File: src/dsc_cfg.svh
// Offsets, field positions, reset values and counts of the deep sleep controller.
`ifndef DSC_CFG_SVH
`define DSC_CFG_SVH

// Register byte offsets on the AXI4-Lite slave.
`define DSC_OFF_CTRL   8'h00
`define DSC_OFF_WAKE   8'h04
`define DSC_OFF_RET0   8'h08
`define DSC_OFF_RET1   8'h0C
`define DSC_OFF_STAT   8'h10

// Fields of the deep sleep control register.
`define DSC_CTRL_ARM   15
`define DSC_CTRL_CALOFF 8
`define DSC_CTRL_SLOWOFF 2
`define DSC_CTRL_BOR   1
`define DSC_CTRL_HOLD  0
`define DSC_CTRL_WMASK 16'h8106

// Fields of the wake cause register.
`define DSC_WAKE_INT   8
`define DSC_WAKE_FLT   7
`define DSC_WAKE_WDT   4
`define DSC_WAKE_CAL   3
`define DSC_WAKE_EXTERNAL_RESET_PIN  2
`define DSC_WAKE_POR   0
`define DSC_WAKE_WMASK 16'h019D

// Fields of the reset status register.
`define DSC_STAT_EXIT  0
`define DSC_STAT_POR   1

// Register reset values.
`define DSC_CTRL_RST   16'h0000
`define DSC_WAKE_RST   16'h0000

// Watchdog: last count is 2^(BASE + STEP * postscale) - 1 slow ticks.
`define DSC_WDT_BASE   6
`define DSC_WDT_STEP   2
`define DSC_WDT_W      36

// Bus answers.
`define DSC_RESP_OK    2'b00
`define DSC_RESP_ERR   2'b10

`endif

File: src/dsc_pkg.sv
// Types shared by the deep sleep controller and its surroundings.
package dsc_pkg;

  // Operating mode, one-hot.
  typedef enum logic [2:0] {
    DSC_RUN  = 3'b001,
    DSC_DEEP = 3'b010,
    DSC_EXIT = 3'b100
  } dsc_mode_type;

  // Fuse-level configuration word fields.
  typedef struct packed {
    logic       deep_watchdog_on;
    logic       deep_brownout_on;
    logic       deep_watchdog_clk_sel;
    logic       calendar_clk_sel;
    logic [3:0] deep_watchdog_prescale;
  } dsc_cfg_type;

  // Raw wake and supply events, one-cycle pulses.
  typedef struct packed {
    logic ext_interrupt_zero;
    logic fault;
    logic calendar_alarm;
    logic external_reset_pin;
    logic power_on;
    logic deep_brownout;
  } dsc_evt_type;

  // Slow oscillator ticks, one-cycle pulses.
  typedef struct packed {
    logic secondary_oscillator;
    logic low_power_rc_osc;
  } dsc_tick_type;

endpackage : dsc_pkg

File: src/dsc_top.sv
// Deep sleep controller: pin hold, wake causes, deep watchdog, AXI4-Lite registers.
//
// Design decisions made here: the AXI4-Lite register port and the register offsets.
`timescale 1ns/10ps
`include "dsc_cfg.svh"

module dsc_top
  import dsc_pkg::*;
#(
  parameter int NPINS = 16,
  parameter int WDT_W = `DSC_WDT_W
) (
  input  wire logic               aclk,
  input  wire logic               aresetn,
  input  wire logic [7:0]         awaddr,
  input  wire logic               awvalid,
  output logic                    awready,
  input  wire logic [31:0]        wdata,
  input  wire logic [3:0]         wstrb,
  input  wire logic               wvalid,
  output logic                    wready,
  output logic [1:0]              bresp,
  output logic                    bvalid,
  input  wire logic               bready,
  input  wire logic [7:0]         araddr,
  input  wire logic               arvalid,
  output logic                    arready,
  output logic [31:0]             rdata,
  output logic [1:0]              rresp,
  output logic                    rvalid,
  input  wire logic               rready,
  input  wire dsc_cfg_type        cfg,
  input  wire dsc_evt_type        evt,
  input  wire dsc_tick_type       tick,
  input  wire logic               sleep_cmd,
  input  wire logic [NPINS-1:0]   pin_direction_bits,
  input  wire logic [NPINS-1:0]   pin_latch_bits,
  input  wire logic               secondary_osc_on,
  output logic [NPINS-1:0]        pin_out,
  output logic [NPINS-1:0]        pin_oe_n,
  output logic                    secondary_oscillator_run,
  output logic                    low_power_rc_run,
  output logic                    calendar_tick,
  output logic                    deep_sleep_active,
  output logic                    wake_reset,
  output logic                    port_regs_clear,
  output logic                    osc_on_clear,
  output logic                    por_rearm,
  output logic                    deep_exit_status,
  output logic                    power_on_status
);

  ////////////////////////////////////////////////////////////////////////////
  // Parameter checks.

  // The watchdog must hold the longest postscale count.
  if (WDT_W < `DSC_WDT_BASE + `DSC_WDT_STEP * 15) begin : g_bad_wdt
    $error("WDT_W too small for the longest postscale setting.");
  end
  if (NPINS < 1 || NPINS > 32) begin : g_bad_pins
    $error("NPINS must lie between 1 and 32.");
  end

  ////////////////////////////////////////////////////////////////////////////
  // State.

  typedef struct packed {
    dsc_mode_type     mode;
    logic [15:0]      ctrl;
    logic [15:0]      wake;
    logic [15:0]      ret0;
    logic [15:0]      ret1;
    logic             st_exit;
    logic             st_por;
    logic [NPINS-1:0] frz_dir;
    logic [NPINS-1:0] frz_lat;
    logic             frz_osc;
    logic             pin_rst;
    logic [WDT_W-1:0] wdt_cnt;
    logic             aw_got;
    logic             w_got;
    logic [7:0]       aw_a;
    logic [31:0]      w_d;
    logic [3:0]       w_s;
    logic             bvalid;
    logic [1:0]       bresp;
    logic             rvalid;
    logic [31:0]      rdata;
    logic [1:0]       rresp;
    logic [NPINS-1:0] pin_out;
    logic [NPINS-1:0] pin_oe_n;
    logic             cal_tick;
    logic             wreset;
    logic             port_clr;
    logic             osc_clr;
    logic             rearm;
  } dsc_state_type;

  dsc_state_type q;
  dsc_state_type d;

  ////////////////////////////////////////////////////////////////////////////
  // Functions.

  // Register index of an address; 3'h7 marks an unmapped address.
  function automatic logic [2:0] reg_sel(input logic [7:0] a);
    reg_sel = 3'h7;
    // Byte lanes are ignored; each register takes one aligned word.
    case ({a[7:2], 2'b00})
      `DSC_OFF_CTRL: reg_sel = 3'h0;
      `DSC_OFF_WAKE: reg_sel = 3'h1;
      `DSC_OFF_RET0: reg_sel = 3'h2;
      `DSC_OFF_RET1: reg_sel = 3'h3;
      `DSC_OFF_STAT: reg_sel = 3'h4;
      default:       reg_sel = 3'h7;
    endcase
  endfunction : reg_sel

  // Byte-lane write of a 16-bit register limited to its writable bits.
  function automatic logic [15:0] wr16(
    input logic [15:0] old,
    input logic [31:0] dat,
    input logic [3:0]  stb,
    input logic [15:0] msk
  );
    logic [15:0] nv;
    nv = {stb[1] ? dat[15:8] : old[15:8], stb[0] ? dat[7:0] : old[7:0]};
    wr16 = (old & ~msk) | (nv & msk);
  endfunction : wr16

  // Last watchdog count for a postscale setting.
  function automatic logic [WDT_W-1:0] wdt_last(input logic [3:0] ps);
    wdt_last = (WDT_W'(1) << (`DSC_WDT_BASE + `DSC_WDT_STEP * ps)) - WDT_W'(1);
  endfunction : wdt_last

  ////////////////////////////////////////////////////////////////////////////
  // Clock selection and wake decode.

  logic wdt_tick;
  logic wdt_to;
  logic in_deep;
  logic w_cal;
  logic wake_any;
  logic bor_hit;

  // Each slow consumer takes its tick from the oscillator its fuse picks.
  assign wdt_tick = cfg.deep_watchdog_clk_sel ? tick.low_power_rc_osc
                                               : tick.secondary_oscillator;
  assign in_deep  = (q.mode == DSC_DEEP);
  // The ordinary watchdog plays no part here.
  assign wdt_to   = in_deep && cfg.deep_watchdog_on && wdt_tick
                    && (q.wdt_cnt == wdt_last(cfg.deep_watchdog_prescale));
  assign w_cal    = evt.calendar_alarm && !q.ctrl[`DSC_CTRL_CALOFF];
  assign wake_any = evt.ext_interrupt_zero || evt.fault || w_cal || wdt_to
                    || evt.external_reset_pin || evt.power_on;
  assign bor_hit  = in_deep && cfg.deep_brownout_on && evt.deep_brownout;

  ////////////////////////////////////////////////////////////////////////////
  // Next state.

  // Software writes are applied first and hardware sets after them,
  // so an event in the cycle of a clear is never lost.
  always_comb begin
    logic       do_wr;
    logic [2:0] ws;
    logic [2:0] rs;
    do_wr      = 1'b0;
    ws         = 3'h7;
    rs         = 3'h7;
    d          = q;
    d.wreset   = 1'b0;
    d.port_clr = 1'b0;
    d.osc_clr  = 1'b0;
    d.rearm    = 1'b0;
    d.cal_tick = cfg.calendar_clk_sel ? tick.low_power_rc_osc
                                      : tick.secondary_oscillator;

    // Write address and data are taken in either order.
    if (awvalid && awready) begin
      d.aw_got = 1'b1;
      d.aw_a   = awaddr;
    end
    if (wvalid && wready) begin
      d.w_got = 1'b1;
      d.w_d   = wdata;
      d.w_s   = wstrb;
    end
    do_wr = q.aw_got && q.w_got && !q.bvalid;
    ws    = reg_sel(q.aw_a);
    if (do_wr) begin
      d.aw_got = 1'b0;
      d.w_got  = 1'b0;
      d.bvalid = 1'b1;
      d.bresp  = (ws == 3'h7) ? `DSC_RESP_ERR : `DSC_RESP_OK;
      case (ws)
        3'h0: begin
          d.ctrl = wr16(q.ctrl, q.w_d, q.w_s, `DSC_CTRL_WMASK);
          // Software can only clear the hold bit, never set it.
          if (q.w_s[0] && !q.w_d[`DSC_CTRL_HOLD]) begin
            d.ctrl[`DSC_CTRL_HOLD] = 1'b0;
          end
          if (q.w_s[1] && q.w_d[`DSC_CTRL_ARM]) begin
            d.wake = `DSC_WAKE_RST;
          end
        end
        3'h1: d.wake = wr16(q.wake, q.w_d, q.w_s, `DSC_WAKE_WMASK);
        3'h2: d.ret0 = wr16(q.ret0, q.w_d, q.w_s, 16'hFFFF);
        3'h3: d.ret1 = wr16(q.ret1, q.w_d, q.w_s, 16'hFFFF);
        3'h4: begin
          if (q.w_s[0] && !q.w_d[`DSC_STAT_EXIT]) begin
            d.st_exit = 1'b0;
          end
          if (q.w_s[0] && !q.w_d[`DSC_STAT_POR]) begin
            d.st_por = 1'b0;
          end
        end
        default: d.bresp = `DSC_RESP_ERR;
      endcase
    end
    if (q.bvalid && bready) begin
      d.bvalid = 1'b0;
    end

    // Reads answer one cycle after the address is taken.
    rs = reg_sel(araddr);
    if (arvalid && arready) begin
      d.rvalid = 1'b1;
      d.rresp  = `DSC_RESP_OK;
      case (rs)
        3'h0:    d.rdata = {16'h0000, q.ctrl};
        3'h1:    d.rdata = {16'h0000, q.wake};
        3'h2:    d.rdata = {16'h0000, q.ret0};
        3'h3:    d.rdata = {16'h0000, q.ret1};
        3'h4:    d.rdata = {30'h0, q.st_por, q.st_exit};
        default: begin
          d.rdata = 32'h0000_0000;
          d.rresp = `DSC_RESP_ERR;
        end
      endcase
    end else if (q.rvalid && rready) begin
      d.rvalid = 1'b0;
    end

    // A power-on event is recorded whatever the mode.
    if (evt.power_on) begin
      d.st_por                = 1'b1;
      d.wake[`DSC_WAKE_POR]   = 1'b1;
    end

    case (q.mode)
      DSC_RUN: begin
        // Entry needs the arm bit; the key sequence is software's job.
        if (sleep_cmd && q.ctrl[`DSC_CTRL_ARM]) begin
          d.mode    = DSC_DEEP;
          d.ctrl[`DSC_CTRL_HOLD] = 1'b1;
          d.frz_dir = pin_direction_bits;
          d.frz_lat = pin_latch_bits;
          d.frz_osc = secondary_osc_on;
          d.pin_rst = 1'b0;
          d.wdt_cnt = '0;
          d.st_exit = 1'b1;
        end
      end
      DSC_DEEP: begin
        // Counting starts at the first tick of a possibly cold oscillator.
        if (cfg.deep_watchdog_on && wdt_tick) begin
          d.wdt_cnt = q.wdt_cnt + WDT_W'(1);
        end
        // Brown-out never wakes; it drops retained state and re-arms.
        if (bor_hit) begin
          d.ctrl[`DSC_CTRL_BOR]  = 1'b1;
          d.ctrl[`DSC_CTRL_HOLD] = 1'b0;
          d.ret0  = 16'h0000;
          d.ret1  = 16'h0000;
          d.rearm = 1'b1;
        end
        if (cfg.deep_brownout_on && evt.power_on) begin
          d.ctrl[`DSC_CTRL_HOLD] = 1'b0;
          d.ret0 = 16'h0000;
          d.ret1 = 16'h0000;
        end
        if (evt.ext_interrupt_zero) begin
          d.wake[`DSC_WAKE_INT] = 1'b1;
        end
        if (evt.fault) begin
          d.wake[`DSC_WAKE_FLT] = 1'b1;
        end
        if (w_cal) begin
          d.wake[`DSC_WAKE_CAL] = 1'b1;
        end
        if (wdt_to) begin
          d.wake[`DSC_WAKE_WDT] = 1'b1;
        end
        if (evt.external_reset_pin) begin
          d.wake[`DSC_WAKE_EXTERNAL_RESET_PIN] = 1'b1;
        end
        if (wake_any) begin
          d.mode    = DSC_EXIT;
          d.wreset  = 1'b1;
          d.ctrl[`DSC_CTRL_ARM] = 1'b0;
          if (evt.external_reset_pin && !evt.power_on) begin
            // Registers, hold and oscillator survive; pins go to reset state.
            d.pin_rst = 1'b1;
          end else begin
            d.port_clr = 1'b1;
            d.osc_clr  = 1'b1;
          end
        end
      end
      // One quiet cycle stands for the power-on sequence; events other than power-on are ignored.
      DSC_EXIT: d.mode = DSC_RUN;
      default:  d.mode = DSC_RUN;
    endcase

    // Pins follow the frozen copy while held, with outputs off after a reset-pin wake; the live port otherwise.
    if (d.ctrl[`DSC_CTRL_HOLD]) begin
      d.pin_out  = d.frz_lat;
      d.pin_oe_n = d.pin_rst ? {NPINS{1'b1}} : d.frz_dir;
    end else begin
      d.pin_out  = pin_latch_bits;
      d.pin_oe_n = pin_direction_bits;
      d.pin_rst  = 1'b0;
    end
  end

  ////////////////////////////////////////////////////////////////////////////
  // Registers.

  // Only the true power-on reset reaches this logic; nothing else clears it.
  always_ff @(posedge aclk) begin
    if (!aresetn) begin
      q          <= '0;
      q.mode     <= DSC_RUN;
      q.ctrl     <= `DSC_CTRL_RST;
      q.wake     <= `DSC_WAKE_RST;
      q.pin_oe_n <= '1;
    end else begin
      q <= d;
    end
  end

  ////////////////////////////////////////////////////////////////////////////
  // Outputs.

  // Handshake readies are combinational; one write and one read at a time.
  assign awready = !q.aw_got && !q.bvalid;
  assign wready  = !q.w_got && !q.bvalid;
  assign arready = !q.rvalid;
  assign bvalid  = q.bvalid;
  assign bresp   = q.bresp;
  assign rvalid  = q.rvalid;
  assign rdata   = q.rdata;
  assign rresp   = q.rresp;

  assign pin_out  = q.pin_out;
  assign pin_oe_n = q.pin_oe_n;

  // A held oscillator keeps its entry state until release unless the deep watchdog runs from it.
  assign secondary_oscillator_run = (q.ctrl[`DSC_CTRL_HOLD] ? q.frz_osc : secondary_osc_on)
    || (in_deep && cfg.deep_watchdog_on && !cfg.deep_watchdog_clk_sel);
  assign low_power_rc_run = cfg.calendar_clk_sel
    || (in_deep && cfg.deep_watchdog_on && cfg.deep_watchdog_clk_sel);

  assign calendar_tick     = q.cal_tick;
  assign deep_sleep_active = in_deep;
  assign wake_reset        = q.wreset;
  assign port_regs_clear   = q.port_clr;
  assign osc_on_clear      = q.osc_clr;
  assign por_rearm         = q.rearm;
  assign deep_exit_status  = q.st_exit;
  assign power_on_status   = q.st_por;

endmodule : dsc_top

File: config.mk
export PLATFORM = sky130hd
export DESIGN_NAME = dsc_top
export DESIGN_NICKNAME = d
export VERILOG_FILES = /design/src/dsc_pkg.sv /design/src/dsc_top.sv
export VERILOG_INCLUDE_DIRS = /design/src
export SDC_FILE = /design/constraint.sdc
export NUM_CORES = 1
export LEC_CHECK = 0
export BUFFER_PORTS_ARGS = -buffer_cell sky130_fd_sc_hd__buf_2
export CORE_MARGIN = 8
export CORE_UTILIZATION = 30
export DETAILED_ROUTE_END_ITERATION = 6
export PLACE_DENSITY = 0.45
export SLEW_MARGIN = 20
export SYNTH_ARGS = -nofsm -noshare
export SYNTH_HDL_FRONTEND = slang
export SYNTH_SLANG_ARGS = --single-unit
File: constraint.sdc
create_clock -name aclk -period 5.57 [get_ports aclk]
set_input_delay 0.8355 -clock aclk [delete_from_list [all_inputs] [get_ports aclk]]
set_output_delay 0.8355 -clock aclk [all_outputs]
set_load 0.01 [all_outputs]
### After elaboration in Yosys (flattened, before gate mapping)

Cells that the tools add are included.

* reduce and logical (&&, ||, !) cells: 65
* equal/unequal tests: 25
* shift operators: 1
* $add $sub $neg: 3
* mux-type cells: 63
* bitwise operators: 3

Operators by type and width (count)
* 32-bit 2-to-1 mux: 4
* 16-bit 2-to-1 mux: 5
* 16-bit one-hot mux with 5 select lines: 1
* 37-bit one-hot mux with 2 select lines: 1
* 70-bit 2-to-1 mux: 1
* 66-bit 2-to-1 mux: 1
* 8-bit 2-to-1 mux: 6
* 36-bit by 1-bit adder with 36-bit output (second input constant): 1
* 36-bit == test: 1
* 36-bit 2-to-1 mux: 1
* 1-bit by 6-bit << shifter with 36-bit output (first input constant): 1
* 36-bit by 2-bit subtractor with 36-bit output (second input constant): 1
* 33-bit 2-to-1 mux: 1
* 16-bit one-hot mux with 2 select lines: 1
* 3-bit one-hot mux with 5 select lines: 2
* 1-bit 2-to-1 mux: 25
* 6-bit by 2-bit == test with 1-bit output (second input constant): 4
* 1-bit logical AND: 24
* 15-bit by 16-bit bitwise OR with 16-bit output: 1
* 16-bit by 9-bit bitwise OR with 16-bit output: 1
* 3-bit by 2-bit == test with 1-bit output (second input constant): 5
* 3-bit AND reduction: 5
* 2-bit 2-to-1 mux: 7
* 6-bit by 1-bit == test with 1-bit output (second input constant): 2
* other kinds (21): 58

* flip-flop bits (word level): 242
* output and inout port bits: 83
* input bits: 109

### Logic depth before layout (Yosys ltp)

Gate-level depths: netlist of run 1.

* depth in word-level cells: 12
* depth in mapped cells: 11

### Worst setup path before layout of run 1

Ideal clock, no wire load.

* path kind: in2reg
* start: in cfg[3] (netlist bit)
* end: reg q, in the netlist port_regs_clear
* slack: 2.906 ns
* arrival time: 2.577 ns
* required time: 5.484 ns
* path buffers: 3
* stages: 8
* path through: buf_4 buf_4 o31ai_1 o2111ai_1 or4_1 or3_1 buf_2 a221oi_2

* cells in the longest elaborated chain, start to end: 9

RTL lines
* start, declared: RTL line dsc_top.sv:32 `input wire dsc_cfg_type cfg,`
* 3-bit by 5-bit adder with 6-bit output (no source line)
* 1-bit by 6-bit << shifter with 36-bit output: RTL line dsc_top.sv:133 `` wdt_last = (WDT_W'(1) << (`DSC_WDT_BASE + `DSC_WDT_STEP * ps)) - WDT_W'(1); ``
* 36-bit by 2-bit subtractor with 36-bit output: RTL line dsc_top.sv:133
* 36-bit == test: RTL line dsc_top.sv:152 `&& (q.wdt_cnt == wdt_last(cfg.deep_watchdog_prescale));`
* 1-bit logical AND: RTL line dsc_top.sv:152
* 1-bit logical OR: RTL line dsc_top.sv:154 `assign wake_any = evt.ext_interrupt_zero || evt.fault || w_cal || wdt_to`
* 1-bit logical OR (2 in series): RTL line dsc_top.sv:155 `|| evt.external_reset_pin || evt.power_on;`
* 3-bit AND reduction (no source line)
* end, declared: RTL line dsc_top.sv:99 `dsc_state_type q;`

No other way between the ends.
A chain may end at the register's enable or synchronous reset.

### Worst setup path after layout of run 1

* start: reg q, in the netlist bvalid
* end: reg, netlist name pin_oe_n[10]

* cells in the longest elaborated chain, start to end: 7
* elaborated cells between the ends (all ways): 8
* those cells by class: mux (6); reduce/logical (2)

RTL lines
* 1-bit zero test (*): RTL line dsc_top.sv:188 `do_wr = q.aw_got && q.w_got && !q.bvalid;`
* 1-bit logical AND (*): RTL line dsc_top.sv:188
* 66-bit 2-to-1 mux (*): RTL line dsc_top.sv:190 `if (do_wr) begin`
* 2-bit 2-to-1 mux: RTL line dsc_top.sv:270 `if (bor_hit) begin`
* 1-bit 2-to-1 mux: RTL line dsc_top.sv:277 `if (cfg.deep_brownout_on && evt.power_on) begin`
* 1-bit one-hot mux with 2 select lines (*): RTL line dsc_top.sv:250 `case (q.mode)`
* 32-bit 2-to-1 mux (*): RTL line dsc_top.sv:316 `` if (d.ctrl[`DSC_CTRL_HOLD]) begin ``

Every way passes the cells marked *; elsewhere a longest branch is shown, timed or not. The select of a mux whose other input is x is not followed.

==> qor.yml, run 1 <==
outcome:
  outcome: "finished, final reports clean"
power_and_ir_drop:
  power_leakage_nw: 4.30
  ir_drop_v: 0.000192
  pwr_density_cell_nw_per_um2: 305
clocking:
  tritoncts_num_sinks: 210
  post_cts_resized: 0
  cts-root-to-sink-buffers: 3
  cts-buffers-inserted: 25
  tritoncts: "built"
  worstSkewPairLatency_ns: 0.53
  cts.repair_timing.setup_buffer_count: 0
  clk_pin_slew_ns: 0.06
  hold_fix_buffer_count_after_cts: 0
  h-tree-depth: 1
  root_buffer: "clkbuf_16"
timing:
  slew-limit-headroom_pct: 37.1
  rsz_0062_raised_after_global_routing: "no"
  totalNegativeSetupSlack_ns: 0
  fin_skew_ns: 0.00671
  worst_pin_slew_ns: 0.934
  min_period_over_period_pct: 57.6
  finalCriticalPeriod_ns: 3.21
  final-setup-viol-count: 0
  final_hold_viol_count: 0
  max_freq_ghz: 0.312
  timing.final.max_slew_violations: 0
grt:
  grt_antenna_before_repair: 1
  first_pass_grt_wire_length_mm: 43.4
  grt_pass1_vias: 7721
  globalRouteTotalUtil_pct: 13.9
  grt_max_degree: 97
  globalRoute.totalOverflow: 0
worst_hold_path:
  timing.hold.worst.class: "flop to flop"
finish:
  layout_commonest_cell: "dfxtp_1"
  n_antenna_cell: 0
  num-nets-final: 1299
  area.growth.synth_to_final_pct: 14.3
  fin_cells: 1605
  commonest_cells_after_routing_fill_and_taps_aside: "210 x dfxtp_1, 162 x nand2_1, 151 x buf_2"
  layout_cells_sized_above_1_pct: 19.3
critical_path:
  critical_path.startpoint_type: "flop"
  timing.critical_path.to_type: "flop"
  timing.setup.critical_path_class: "flop to flop"
  worstPathMaxFanout: 16
  crit_required_ns: 5.98
  critical_path_arrival_ns: 3.62
route:
  detail_route.wirelength_mm: 27.2
  detail_route.vias_per_cell: 4.86
  wl_per_cell_um: 17.0
  drt_drc_violations_left: 0
  ant_nets: 0
  drtIter0Drc: 414
  num_vias: 7804
  drt_first_pass_iters: 5
yosys:
  synth_top_family_by_area: "simple AND/OR/NAND/NOR gates"
  netlist_area_before_placement_sq_um: 9550
  synth_edf_count: 0
  number_of_different_library_cells_in_the_post_synthesis_netlist: 72
  post_synth_and_or_nand_nor_area_fraction_pct: 21.3
  synth_compound_gate_area_share_pct: 15.0
  adder_and_majority_gate_portion_of_the_synthesized_area_pct: 0.262
  synthMuxAreaShare_pct: 6.47
  count_of_state_elements_after_synthesis: 210
  syn_area_per_cell_sq_um: 8.56
  ys.flop_type: "dfxtp_1"
  yosysWarningCount: 0
  synth_sequential_area_ratio_pct: 44.0
  async_reset_ff_share_pct: 0
  netlist_instances: 1116
  synth-xor-area-share_pct: 3.67
floorplanning:
  die-area_sq_um: 37800
  floorplan.die.width_um: 194
  floorplan.rows: 65
  die_y_um: 194
  core-area_sq_um: 31500
  start_util_pct: 30.3
  floorplan.io_pins: 192
placed_design:
  numPlacedInstances: 1563
  place.port_buffers: 151
  globalplace.congestion: 0.814
  dp_hpwl_mm: 19.4
job:
  drv.max_cap_violation_count: 0
-- critical path: stages (launching register included) --
cell,delay [ns]
dfxtp_1,0.36
nand3b_1,0.33
nor4_4,0.44
nand2_1,0.21
o21ai_1,0.26
nand3b_1,0.67
buf_4,0.31
nand2_2,0.23
o22a_1,0.27
-- synth_stat cells, drive strengths merged, types with 10 or more instances --
| master | n | area (sq um) |
|---|---|---|
| dfxtp | 210 | 4200 |
| mux2 | 14 | 158 |
| a22o | 13 | 114 |
| nand3 | 34 | 170 |
| a22oi | 13 | 97.6 |
| mux2i | 46 | 460 |
| inv | 16 | 60.1 |
| o21ai | 23 | 115 |
| nor2 | 123 | 464 |
| xor2 | 19 | 166 |
| o22a | 16 | 140 |
| a21oi | 109 | 549 |
| xnor2 | 21 | 184 |
| nor3 | 10 | 61.3 |
| buf | 91 | 658 |
| and2 | 21 | 131 |
| nand4 | 11 | 68.8 |
| clkbuf | 42 | 159 |
| nand2 | 164 | 618 |
-- routing by layer --
metal | share of wire (%) | track usage [%] | wire length (um) | up-vias
met5 | 0.040 | 0 | 11 | -
met4 | 2.2 | 3.73 | 591 | 2
met3 | 5.0 | 2.88 | 1370 | 43
met2 | 47 | 23.0 | 12700 | 171
met1 | 46 | 18.2 | 12600 | 3671
li1 | - | - | - | 3917
-- metrics by stage --
stage,setup WS (ns),cell area [sq um],utilization (%),total power [W],hold slack (ns)
3_3_place_gp,2.15,10100,32.2,0.00181,0.441
5_1_grt,2.09,10900,34.7,0.00348,0.463
2_1_floorplan,2.91,9620,-,0.00175,0.429
4_1_cts,2.31,10900,34.7,0.00338,0.454
3_5_place_dp,2.14,10100,32.2,0.00182,0.444
6_report,2.36,10900,34.7,0.00333,0.450
-- final timing paths --
kind	from	to	slack [ns]	cells after the start
max	bvalid	pin_oe_n[10]	2.36	8
min	q[159]	q[159]	0.45	2
max reg2reg	bvalid	pin_oe_n[10]	2.36	8
min reg2reg	q[159]	q[159]	0.45	2
-- registers in the layout (all words and copies together), names as in the netlist --
name	cells
deep_exit_status	1
pin_out	16
wake_reset	1
pin_oe_n	16
calendar_tick	1
bresp	1
rvalid	1
q	152
bvalid	1
port_regs_clear	1
rresp	1
por_rearm	1
power_on_status	1
rdata	16
-- area by class of cell --
class                           instances  area [sq um]
Fill cell                            3334         20600
Multi-Input combinational cell        774          4540
Sequential cell                       210          4200
Timing Repair Buffer                  160           827
Clock buffer                           37           731
Tap cell                              402           503
Inverter                               17          65.1
Clock inverter                          5          42.5
-- report_power, final --
part / switching, W / internal, W / total, W
registers: 0.0000239 / 0.00153 / 0.00156
logic: 0.000143 / 0.0000816 / 0.000225
clock network: 0.000641 / 0.000904 / 0.00155
-- cell families after synthesis --
logic type                 Yosys count
muxes                               60
adders and majority gates            2
DFF                                210
buffers and inverters              150
xor gates and xnor gates            40
other                                2
and+or+nand+nor                    428
AOI/OAI and AO/OA                  224
Note: power is estimated with default switching activity, not from simulation.
==> run 2: changes to the inputs <==
--- a/config.mk
+++ b/config.mk
@@ -10,7 +10,7 @@
 export CORE_MARGIN = 8
 export CORE_UTILIZATION = 30
 export DETAILED_ROUTE_END_ITERATION = 6
-export PLACE_DENSITY = 0.45
+export PLACE_DENSITY = 0.47
 export SLEW_MARGIN = 20
 export SYNTH_ARGS = -nofsm -noshare
 export SYNTH_HDL_FRONTEND = slang
==> constraint.sdc (replaced) <==
create_clock -name aclk -period 2.66 [get_ports aclk]
set_input_delay 0.399 -clock aclk [delete_from_list [all_inputs] [get_ports aclk]]
set_output_delay 0.399 -clock aclk [all_outputs]
set_load 0.01 [all_outputs]
==> run 2 against run 1 <==
  * Clock power rose to 2.5 times the previous value
  * Sequential share of layout area down 1.9 points
  * Hold slack worse by 0.38 ns
  * Clock-buffer cell count up 3
  * Combinational power up 130%
  * Wire length up 2.3%
  * Critical endpoint is now pin_oe_n[5]
  * Core utilization up 1.8 points
  * Via count up 1.4%
  * Die area unchanged
  * Register-to-register slack worse by 2.1 ns
==> qor.yml, run 2 (synthesis results as in run 1) <==
timing:
  rsz_0062_raised_after_global_routing: "no"
  totalNegativeSetupSlack_ns: 0
  min_period_over_period_pct: 91.3
  final_hold_viol_count: 0
  fin_skew_ns: 0.00628
  worst_hold_slack_ns: 0.0662
  finalCriticalPeriod_ns: 2.43
  slew-limit-headroom_pct: 40.3
  final-setup-viol-count: 0
  timing.final.max_slew_violations: 0
  max_freq_ghz: 0.412
  worst_pin_slew_ns: 0.893
route:
  detail_route.vias_per_cell: 4.79
  drtIter0Drc: 491
  detail_route.wirelength_mm: 27.8
  drt_first_pass_iters: 5
  drt_drc_violations_left: 0
  num_vias: 7913
  ant_nets: 0
  wl_per_cell_um: 16.9
worst_hold_path:
  timing.hold.worst.class: "input port to flop"
critical_path:
  crit_slowest_cell: "or3_1"
  timing.critical_path.to_type: "flop"
  worstPathMaxFanout: 16
  worstPathCellList: "or3_1 > nor4_4 > nand2_1 > o21ai_1 > nand3b_1 > buf_12 > nand2_2 > o22a_1"
  slowest_delay_ns: 0.46
  ff2ff_setup_slack_ns: 0.23
  r2r_cells: 8
  worst_r2r_startpoint: "q[116]"
  regToRegEndpoint: "pin_oe_n[5]"
  crit_start: "q[116]"
  critical_path.startpoint_type: "flop"
  setup.worst_path.end: "pin_oe_n[5]"
  crit_required_ns: 3.06
  critical_path_arrival_ns: 2.83
  timing.setup.critical_path_class: "flop to flop"
grt:
  grt_max_degree: 105
  globalRouteTotalUtil_pct: 14.3
  grt_pass1_vias: 7726
  first_pass_grt_wire_length_mm: 44.3
  globalRoute.totalOverflow: 0
  grt_antenna_before_repair: 2
clocking:
  cts-buffers-inserted: 26
  tritoncts_num_sinks: 210
  h-tree-depth: 1
  tritoncts: "built"
  worstSkewPairLatency_ns: 0.52
  root_buffer: "clkbuf_16"
  cts-root-to-sink-buffers: 3
  clk_pin_slew_ns: 0.06
finish:
  fill_cells: 3249
  layout_cells_sized_above_1_pct: 22.4
  area.growth.synth_to_final_pct: 20.2
  largest_register_ff_count: 152
  largest_register_by_flop_count: "q"
  num-nets-final: 1339
  layout_commonest_cell: "dfxtp_1"
  commonest_cells_after_routing_fill_and_taps_aside: "210 x dfxtp_1, 163 x nand2_1, 151 x buf_2"
job:
  drv.max_cap_violation_count: 0
power_and_ir_drop:
  power_leakage_nw: 4.63
  ir_drop_v: 0.000524
  pwr_density_cell_nw_per_um2: 667
floorplanning:
  floorplan.die.width_um: 194
  floorplan.io_pins: 192
  start_util_pct: 30.3
  die_y_um: 194
  floorplan.rows: 65
  die-area_sq_um: 37800
  core-area_sq_um: 31500
placed_design:
  dp_hpwl_mm: 20.4
  place.port_buffers: 151
  globalplace.congestion: 0.805
outcome:
  outcome: "finished, final reports clean"
run 2: cell count changes in the layout (fill, tap and decap cells not counted), moves of 2 or more:
cell       before  now
buf_12          0    5
buf_4           8   43
bufinv_16       0    4
clkbuf_1        6    2
clkbuf_16      25   27
clkbuf_8        6   11
run 2: final cells by class:
type	instances	area, sq um	area share (%)
Antenna cell	1	2.50	0.0218
Multi-Input combinational cell	774	4550	39.6
Inverter	17	65.1	0.567
Tap cell	402	503	4.38
Sequential cell	210	4200	36.6
Timing Repair Buffer	199	1180	10.3
Clock inverter	8	143	1.24
Clock buffer	40	835	7.27
run 2: repair_timing:
item,CTS,global route
resized for setup,0,1
buffers inserted,0,3
hold buffers,0,0
setup endpoints to repair,0,29
run 2: per-layer routing:
layer | global-route usage (%) | part of all wire (%)
met5 | 0 | 0.036
met4 | 3.54 | 1.8
met3 | 2.97 | 5.0
met1 | 19.2 | 48
met2 | 23.0 | 46
run 2: power by group:
| group | total, W | internal [W] | switching, W |
|---|---|---|---|
| sequential | 0.00326 | 0.00321 | 0.0000476 |
| combinational | 0.000507 | 0.000198 | 0.000309 |
| clock | 0.00389 | 0.00253 | 0.00136 |
run 2: how the worst min path moves through the flow:
| stage | from | end | slack, ns | cells past startpoint |
|---|---|---|---|---|
| detailed placement | q[238] | q[238] | 0.44 | 1 |
| global placement | q[158] | q[158] | 0.44 | 2 |
| CTS | rready | rvalid | 0.04 | 2 |
| floorplan | q[240] | q[240] | 0.43 | 1 |
| global route | rready | rvalid | 0.06 | 2 |
| finish | rready | rvalid | 0.07 | 2 |
run 2: critical path: cells and delay by family, from the launching register on:
kind,cells,cell delay (ns)
flops,1,0.30
simple gates,5,1.29
compound gates,2,0.57
buf+inv,1,0.13
run 2: metrics by stage:
step                      setup slack [ns]  util (%)  power [W]  instances  cell area [sq um]
after floorplan                      0.433         -    0.00365       1134               9620
after global placement             -0.0111      33.2    0.00383       1599              10500
after detailed placement           -0.0496      33.2    0.00383       1599              10500
after CTS                           0.0332      36.3    0.00778       1647              11400
after global routing                0.0734      36.5    0.00796       1651              11500
final                                0.231      36.5    0.00765       1651              11500
